--- src/inc/daa_line_pkg.sv ---
// Shared constants for the line control register bank
package daa_line_pkg;
   // Register indices; byte address is four times the index
   localparam logic [7:0] RING_INDICATOR_CONFIG_IDX  = 8'h0E;
   localparam logic [7:0] PATH_MUTE_CONTROL_IDX      = 8'h0F;
   localparam logic [7:0] LINE_INTERFACE_CONTROL_IDX = 8'h10;
   localparam logic [7:0] THRESHOLD_EXT_CONTROL_IDX  = 8'h11;
   localparam logic [7:0] HOOK_CONTROL_IDX           = 8'h20;
   localparam logic [7:0] LINE_STATUS_IDX            = 8'h21;
   localparam int         ADDR_W                     = 12;

   // Field positions
   localparam int RING_POLARITY_BIT    = 1;
   localparam int TRANSMIT_MUTE_BIT    = 7;
   localparam int RECEIVE_MUTE_BIT     = 3;
   localparam int HOOK_SPEED_BIT       = 6;
   localparam int IIR_SELECT_BIT       = 4;
   localparam int RINGER_IMP_BIT       = 1;
   localparam int THRESHOLD_BIT        = 0;
   localparam int THRESHOLD_EXT_BIT    = 4;
   localparam int OFF_HOOK_BIT         = 0;
   localparam int HOOK_SPEED_EXT_BIT   = 1;
   localparam int QUENCH_LSB           = 2;
   localparam int RELEASE_ACTIVE_BIT   = 0;
   localparam int THRESHOLD_REJECT_BIT = 1;

   // Writable bit masks; other bits read as zero
   localparam logic [7:0] RING_INDICATOR_MASK = 8'h02;
   localparam logic [7:0] PATH_MUTE_MASK      = 8'h88;
   localparam logic [7:0] LINE_IF_MASK        = 8'hF3;
   localparam logic [7:0] THRESHOLD_EXT_MASK  = 8'h10;
   localparam logic [7:0] HOOK_CONTROL_MASK   = 8'h0F;

   // Values after reset
   localparam logic [7:0] REG_RESET = 8'h00;

   // Hook release times and clock rate
   localparam int CLK_KHZ            = 10000;
   localparam int HOOK_ETSI_TIME_US  = 3000;
   localparam int HOOK_QUENCH_TIME_US = 26000;
   localparam int HOOK_ETSI_CYCLES   = HOOK_ETSI_TIME_US * CLK_KHZ / 1000;
   localparam int HOOK_QUENCH_CYCLES = HOOK_QUENCH_TIME_US * CLK_KHZ / 1000;
   localparam int HOOK_FAST_CYCLES   = 1;
   localparam int HOOK_COUNT_W       = 19;

   // Spark quench encodings
   localparam logic [1:0] QUENCH_OFF  = 2'h0;
   localparam logic [1:0] QUENCH_FULL = 2'h3;

   localparam int SAMPLE_W = 16;
endpackage

--- src/verilog/daa_line_control_regs.sv ---
// Line control register bank with APB access and line side controls
//
// Chosen here: the APB interface to the registers.
`timescale 1ns/1ns
module daa_line_control_regs #(
   parameter int HOOK_ETSI_CYCLES   = daa_line_pkg::HOOK_ETSI_CYCLES,
   parameter int HOOK_QUENCH_CYCLES = daa_line_pkg::HOOK_QUENCH_CYCLES
) (
   input  wire logic                             pclk,
   input  wire logic                             presetn,
   input  wire logic                             psel,
   input  wire logic                             penable,
   input  wire logic                             pwrite,
   input  wire logic [daa_line_pkg::ADDR_W-1:0]  paddr,
   input  wire logic [31:0]                      pwdata,
   input  wire logic [3:0]                       pstrb,
   output logic      [31:0]                      prdata,
   output logic                                  pready,
   output logic                                  pslverr,
   input  wire logic                             ring_detect,
   input  wire logic [daa_line_pkg::SAMPLE_W-1:0] tx_sample_in,
   input  wire logic [daa_line_pkg::SAMPLE_W-1:0] rx_sample_in,
   output logic      [daa_line_pkg::SAMPLE_W-1:0] tx_sample_out,
   output logic      [daa_line_pkg::SAMPLE_W-1:0] rx_sample_out,
   output logic                                  ring_indicator_pin,
   output logic                                  iir_filter_select,
   output logic                                  ringer_impedance_select,
   output logic      [1:0]                       ring_threshold_level,
   output logic                                  line_off_hook
);
   localparam int CW = daa_line_pkg::HOOK_COUNT_W;

   logic [7:0]    ring_indicator_config;
   logic [7:0]    path_mute_control;
   logic [7:0]    line_interface_control;
   logic [7:0]    threshold_ext_control;
   logic [7:0]    hook_control;
   logic          threshold_reject;
   logic          setup_phase;
   logic          write_now;
   logic [7:0]    word_index;
   logic          index_hit;
   logic          address_ok;
   logic [7:0]    read_value;
   logic [7:0]    wbyte;
   logic          off_hook_control;
   logic          off_hook_prev;
   logic          hook_release_start;
   logic [CW-1:0] hook_release_cycles;
   logic          release_busy;
   logic          next_threshold_sel;
   logic          next_threshold_ext;

   // Address decode: word aligned, index is byte address over four
   assign setup_phase = psel && !penable;
   assign write_now   = psel && penable && pwrite && pready;
   assign word_index  = paddr[9:2];
   assign address_ok  = (paddr[1:0] == 2'h0) && (paddr[11:10] == 2'h0);
   assign wbyte       = pwdata[7:0];

   always_comb begin
      case (word_index)
         daa_line_pkg::RING_INDICATOR_CONFIG_IDX,
         daa_line_pkg::PATH_MUTE_CONTROL_IDX,
         daa_line_pkg::LINE_INTERFACE_CONTROL_IDX,
         daa_line_pkg::THRESHOLD_EXT_CONTROL_IDX,
         daa_line_pkg::HOOK_CONTROL_IDX,
         daa_line_pkg::LINE_STATUS_IDX: index_hit = address_ok;
         default:                       index_hit = 1'b0;
      endcase
   end

   // Read mux; masked registers keep reserved bits at zero
   always_comb begin
      read_value = 8'h00;
      case (word_index)
         daa_line_pkg::RING_INDICATOR_CONFIG_IDX:
            read_value = ring_indicator_config;
         daa_line_pkg::PATH_MUTE_CONTROL_IDX:
            read_value = path_mute_control;
         daa_line_pkg::LINE_INTERFACE_CONTROL_IDX:
            read_value = line_interface_control;
         daa_line_pkg::THRESHOLD_EXT_CONTROL_IDX:
            read_value = threshold_ext_control;
         daa_line_pkg::HOOK_CONTROL_IDX:
            read_value = hook_control;
         daa_line_pkg::LINE_STATUS_IDX: begin
            read_value[daa_line_pkg::RELEASE_ACTIVE_BIT]   = release_busy;
            read_value[daa_line_pkg::THRESHOLD_REJECT_BIT] = threshold_reject;
         end
         default: read_value = 8'h00;
      endcase
   end

   // Zero wait state answer: pready rises in the first access cycle
   always_ff @(posedge pclk or negedge presetn) begin
      if (!presetn) begin
         pready  <= 1'b0;
         pslverr <= 1'b0;
         prdata  <= 32'h00000000;
      end else begin
         pready  <= setup_phase;
         pslverr <= setup_phase && !index_hit;
         if (setup_phase && !pwrite) begin
            prdata <= {24'h000000, read_value};
         end else if (!psel) begin
            prdata <= 32'h00000000;
         end
      end
   end

   // Control register writes, low byte lane only
   // reserved bits masked
   always_ff @(posedge pclk or negedge presetn) begin
      if (!presetn) begin
         ring_indicator_config  <= daa_line_pkg::REG_RESET;
         path_mute_control      <= daa_line_pkg::REG_RESET;
         line_interface_control <= daa_line_pkg::REG_RESET;
         threshold_ext_control  <= daa_line_pkg::REG_RESET;
         hook_control           <= daa_line_pkg::REG_RESET;
      end else if (write_now && index_hit && pstrb[0] && !pslverr) begin
         case (word_index)
            daa_line_pkg::RING_INDICATOR_CONFIG_IDX:
               ring_indicator_config <=
                  wbyte & daa_line_pkg::RING_INDICATOR_MASK;
            daa_line_pkg::PATH_MUTE_CONTROL_IDX:
               path_mute_control <= wbyte & daa_line_pkg::PATH_MUTE_MASK;
            daa_line_pkg::LINE_INTERFACE_CONTROL_IDX:
               line_interface_control <= wbyte & daa_line_pkg::LINE_IF_MASK;
            daa_line_pkg::THRESHOLD_EXT_CONTROL_IDX:
               threshold_ext_control <=
                  wbyte & daa_line_pkg::THRESHOLD_EXT_MASK;
            daa_line_pkg::HOOK_CONTROL_IDX:
               hook_control <= wbyte & daa_line_pkg::HOOK_CONTROL_MASK;
            default: hook_control <= hook_control;
         endcase
      end
   end

   // Ring indicator pin follows detector at selected level
   // polarity select
   always_ff @(posedge pclk or negedge presetn) begin
      if (!presetn) begin
         ring_indicator_pin <= 1'b1;
      end else if (
         ring_indicator_config[daa_line_pkg::RING_POLARITY_BIT]) begin
         ring_indicator_pin <= ring_detect;
      end else begin
         ring_indicator_pin <= !ring_detect;
      end
   end

   // Audio paths, zeroed while muted
   // transmit mute
   always_ff @(posedge pclk or negedge presetn) begin
      if (!presetn) begin
         tx_sample_out <= '0;
      end else if (path_mute_control[daa_line_pkg::TRANSMIT_MUTE_BIT]) begin
         tx_sample_out <= '0;
      end else begin
         tx_sample_out <= tx_sample_in;
      end
   end

   always_ff @(posedge pclk or negedge presetn) begin
      if (!presetn) begin
         rx_sample_out <= '0;
      end else if (path_mute_control[daa_line_pkg::RECEIVE_MUTE_BIT]) begin
         rx_sample_out <= '0;
      end else begin
         rx_sample_out <= rx_sample_in;
      end
   end

   // Filter and ringer impedance selects
   always_ff @(posedge pclk or negedge presetn) begin
      if (!presetn) begin
         iir_filter_select       <= 1'b0;
         ringer_impedance_select <= 1'b0;
      end else begin
         iir_filter_select <=
            line_interface_control[daa_line_pkg::IIR_SELECT_BIT];
         ringer_impedance_select <=
            line_interface_control[daa_line_pkg::RINGER_IMP_BIT];
      end
   end

   // Threshold pair: reserved combination keeps the last good level
   assign next_threshold_sel =
      line_interface_control[daa_line_pkg::THRESHOLD_BIT];
   assign next_threshold_ext =
      threshold_ext_control[daa_line_pkg::THRESHOLD_EXT_BIT];

   always_ff @(posedge pclk or negedge presetn) begin
      if (!presetn) begin
         ring_threshold_level <= 2'h0;
         threshold_reject     <= 1'b0;
      end else if (!next_threshold_sel && next_threshold_ext) begin
         threshold_reject <= 1'b1;
      end else begin
         ring_threshold_level <= {next_threshold_sel, next_threshold_ext};
         threshold_reject     <= 1'b0;
      end
   end

   // Hook release time from speed, extended speed and quench field
   assign off_hook_control = hook_control[daa_line_pkg::OFF_HOOK_BIT];

   always_comb begin
      hook_release_cycles = CW'(daa_line_pkg::HOOK_FAST_CYCLES);
      if (line_interface_control[daa_line_pkg::HOOK_SPEED_BIT] &&
          hook_control[daa_line_pkg::QUENCH_LSB +: 2] ==
          daa_line_pkg::QUENCH_FULL) begin
         hook_release_cycles = CW'(HOOK_QUENCH_CYCLES);
      end else if (!line_interface_control[daa_line_pkg::HOOK_SPEED_BIT] &&
                   hook_control[daa_line_pkg::HOOK_SPEED_EXT_BIT] &&
                   hook_control[daa_line_pkg::QUENCH_LSB +: 2] ==
                   daa_line_pkg::QUENCH_OFF) begin
         hook_release_cycles = CW'(HOOK_ETSI_CYCLES);
      end
   end

   // Falling edge of off-hook control starts the release
   always_ff @(posedge pclk or negedge presetn) begin
      if (!presetn) begin
         off_hook_prev <= 1'b0;
      end else begin
         off_hook_prev <= off_hook_control;
      end
   end

   assign hook_release_start = off_hook_prev && !off_hook_control;

   hook_release_timer #(
      .COUNT_W (CW)
   ) u_hook_release_timer (
      .pclk        (pclk),
      .presetn     (presetn),
      .start       (hook_release_start),
      .load_cycles (hook_release_cycles),
      .busy        (release_busy)
   );

   // Line held off hook until release time elapses
   // loop held during release
   always_ff @(posedge pclk or negedge presetn) begin
      if (!presetn) begin
         line_off_hook <= 1'b0;
      end else begin
         line_off_hook <= off_hook_control || hook_release_start ||
                          release_busy;
      end
   end
endmodule // daa_line_control_regs

--- src/verilog/hook_release_timer.sv ---
// Down counter that times the on-hook transition
`timescale 1ns/1ns
module hook_release_timer #(
   parameter int COUNT_W = 19
) (
   input  wire logic               pclk,
   input  wire logic               presetn,
   input  wire logic               start,
   input  wire logic [COUNT_W-1:0] load_cycles,
   output logic                    busy
);
   logic [COUNT_W-1:0] remaining;

   // Load on start, count down to zero
   always_ff @(posedge pclk or negedge presetn) begin
      if (!presetn) begin
         remaining <= '0;
         busy      <= 1'b0;
      end else if (start) begin
         remaining <= load_cycles;
         busy      <= 1'b1;
      end else if (busy) begin
         if (remaining <= COUNT_W'(1)) begin
            busy <= 1'b0;
         end
         remaining <= remaining - COUNT_W'(1);
      end
   end
endmodule // hook_release_timer
--- config.mk ---
export PLATFORM = sky130hd
export DESIGN_NAME = daa_line_control_regs
export DESIGN_NICKNAME = d
export VERILOG_FILES = /design/src/inc/daa_line_pkg.sv /design/src/verilog/daa_line_control_regs.sv /design/src/verilog/hook_release_timer.sv
export SDC_FILE = /design/constraint.sdc
export NUM_CORES = 1
export LEC_CHECK = 0
export BUFFER_PORTS_ARGS = -buffer_cell sky130_fd_sc_hd__buf_2
export CAP_MARGIN = 40
export CORE_ASPECT_RATIO = 0.7
export CORE_UTILIZATION = 52
export DETAILED_ROUTE_END_ITERATION = 6
export PLACE_DENSITY = 0.86
export SLEW_MARGIN = 30
export SYNTH_ARGS = -nofsm -noshare
export SYNTH_HDL_FRONTEND = slang
export SYNTH_SLANG_ARGS = --single-unit
--- constraint.sdc ---
create_clock -name pclk -period 5.63 [get_ports pclk]
set_clock_uncertainty 0.15 [all_clocks]
set_input_delay 0 -clock pclk [delete_from_list [all_inputs] [get_ports pclk]]
set_output_delay 0 -clock pclk [all_outputs]
set_load 0.1 [all_outputs]
==> flow_summary.yaml <==
clocking:
  clk_path_buf_depth: 2
  ctsHtreeMaxLevel: 3
  cts.clk_slew.worst_paths_ns: 0.09
  cts_resized: 0
  cts_tree: "yes"
  cts_made_buffers: 9
  hold_buffers: 56
  clock_latency_ns: 0.36
  cts_sinks: 84
  root_buffer: "clkbuf_8"
  post_cts_buffers: 0
yosys:
  yosys_warnings: 0
  ys.flop_type: "dfrtp_1"
  netlist_instances: 331
  synthArstFlopShare_pct: 100
  syn_area_per_cell_um2: 11.4
  netlist_area_um2: 3760
  ys_types: 55
  synth.top_cell.area_share_pct: 55.2
  yosysTopAreaCell: "dfrtp_1"
  synth_edf_count: 0
  yosys_register_bits: 84
  ys_seq_area_share_pct: 55.9
  synthMostInstantiatedCell: "dfrtp_1"
  synthTopCellsByArea: "dfrtp_1 (55%), nor2b_1 (6.0%), buf_4 (4.8%), mux2_2 (4.5%), a21oi_1 (1.9%)"
  synth_common_cells: "dfrtp_1 (83), nor2b_1 (36), buf_4 (24)"
run_status:
  status: "finished clean"
pwr:
  pwr_density_cell_nw_per_um2: 269
  leakagePower_nw: 2.56
  clockPowerShare_pct: 34.9
  seqPwrFrac_pct: 45.3
  p_int_mw: 0.938
  combPwrFrac_pct: 19.8
  irDropWorstVdd_v: 0.000201
  p_switching_mw: 0.433
  switching_share_pct: 31.6
  power_mw: 1.37
placement:
  pre_cts_slack_ns: 3.38
  port_buffers: 106
  dp.cells: 520
  detailed_place.area_um2: 4290
  gp_congestion: 0.850
  post-dp-hpwl_um: 5900
cells_and_area:
  final_core_util_pct: 74.0
  fin_cells: 594
  drive_above_1_share_pct: 30.2
  num-fill-cells: 428
  fin_nets: 583
  fin_area_um2: 5090
  layout-area-overhead-vs-synth_pct: 35.3
  antenna_cells: 0
global_route:
  antenna_found_initial: 0
  gr-usage-all-layers_pct: 27.6
  grt_pass1_wl_um: 15900
  overflow: 0
  grt_max_degree: 85
  grt_pass1_vias: 3286
route:
  drt_wl_total_um: 10100
  drc: 0
  vias_per_cell: 5.53
  ant_nets: 0
  wire_per_inst_um: 17.1
  drt_iter0_markers: 281
  num_vias: 3285
  first_pass_iters: 6
sta:
  tns_ns: 0
  post-route-min-period_ns: 2.62
  tightest_slew_ns: 0.955
  final.setup.worst_slack_ns: 3.01
  max_freq_mhz: 382
  final_hold_viol_count: 0
  slew_headroom_pct: 35.9
  finalSetupViolCount: 0
  slew_viol_final: 0
  rsz0062_at_grt: "no"
  worst_hold_slack_ns: 0.0577
  fin_crit_sh_pct: 46.5
worst_setup_path:
  end_kind: "register"
  crit_type: "in2reg"
  required_ns: 5.71
  crit_fanout: 6
  start_kind: "primary input"
  crit_arrival_ns: 2.70
floorplan:
  num_rows: 25
  initial_core_util_pct: 54.7
  core_area_um2: 6880
  die_area_um2: 7590
  die_h_um: 73.2
  pin_count: 158
  die_w_um: 104
min_path:
  hp-class: "in2reg"
run:
  cap_violations: 0
-- flip-flops by register name (all words and copies together), names as in the netlist, 2 cells and up --
name and cells:
path_mute_control 2, ring_threshold_level 2, prdata 8, tx_sample_out 16, u_hook_release_timer.remaining 19, line_interface_control 6
hook_control 4, rx_sample_out 16
-- cell type report --
cell class	instances	area (µm²)	area share, %
Clock inverter	5	83.8	1.65
Sequential cell	84	2100	41.3
Multi-Input combinational cell	227	1500	29.4
Clock buffer	11	141	2.78
Tap cell	94	118	2.31
Timing Repair Buffer	165	1120	21.9
Inverter	8	30.0	0.590
-- kinds of logic (layout without fill, tap and decap cells) --
| logic type | Yosys count | after routing | synth area share [%] |
|---|---|---|---|
| and+or+nand+nor | 129 | 129 | 21.1 |
| DFF | 84 | 84 | 55.9 |
| AOI/OAI and AO/OA | 44 | 44 | 7.98 |
| buffers and inverters | 43 | 189 | 6.72 |
| muxes | 17 | 17 | 5.02 |
| xor gates and xnor gates | 11 | 11 | 2.56 |
| adders and majority gates | 2 | 2 | 0.665 |
| other | 1 | 24 | 0.0996 |
-- final timing paths --
path / startpoint / end / slack, ns / cells after the start
min in group asynchronous: presetn / line_interface_control[5]$_DFFE_PN0P_ / 0.09 / 2
max in group asynchronous: presetn / ring_indicator_config[1]$_DFFE_PN0P_ / 4.72 / 2
max: paddr[10] / line_interface_control[5]$_DFFE_PN0P_ / 3.01 / 7
min reg2reg: line_interface_control[4]$_DFFE_PN0P_ / iir_filter_select$_DFF_PN0_ / 0.25 / 0
max reg2reg: pready$_DFF_PN0_ / line_interface_control[5]$_DFFE_PN0P_ / 3.08 / 5
min: pstrb[0] / ring_indicator_config[1]$_DFFE_PN0P_ / 0.06 / 5
-- worst max-delay path: stages --
cell           delay, ns
dlygate4sd3_1       0.54
buf_2               0.12
nor4_1              0.24
nor4b_2             0.68
nand2_4             0.18
mux2_2              0.32
dlygate4sd3_1       0.61
-- placed cells by master, fill, tap and decap left out, drive strengths merged, types with 3 or more instances in the layout --
cell and count:
dlygate4sd3 56, nand3 13, nor2 14, nor4 11, inv 9, xnor2 4
nor2b 36, mux2 15, o22a 3, nand2 12, a21oi 14, xor2 7
dfrtp 83, clkbuf 12, buf 108, nand4 10, nor3 9, a21o 3
o21ai 4, conb 24, and3 4, nand2b 5
-- metal layers --
| metal | GRT usage, % | vias to the layer above | routed length, µm |
|---|---|---|---|
| met5 | 0 | - | 0 |
| met4 | 14.6 | 0 | 442 |
| met3 | 9.38 | 42 | 870 |
| met2 | 46.2 | 214 | 4890 |
| met1 | 32.2 | 1571 | 3920 |
| li1 | - | 1458 | - |
-- power groups by stage --
stage	registers, mW	logic [mW]	clock network [mW]
after floorplan	0.729	0.104	0
after global placement	0.632	0.238	0
after detailed placement	0.633	0.240	0
after CTS	0.621	0.269	0.486
after global routing	0.623	0.282	0.513
final	0.621	0.272	0.478
Power figures use the tool's default switching activity.
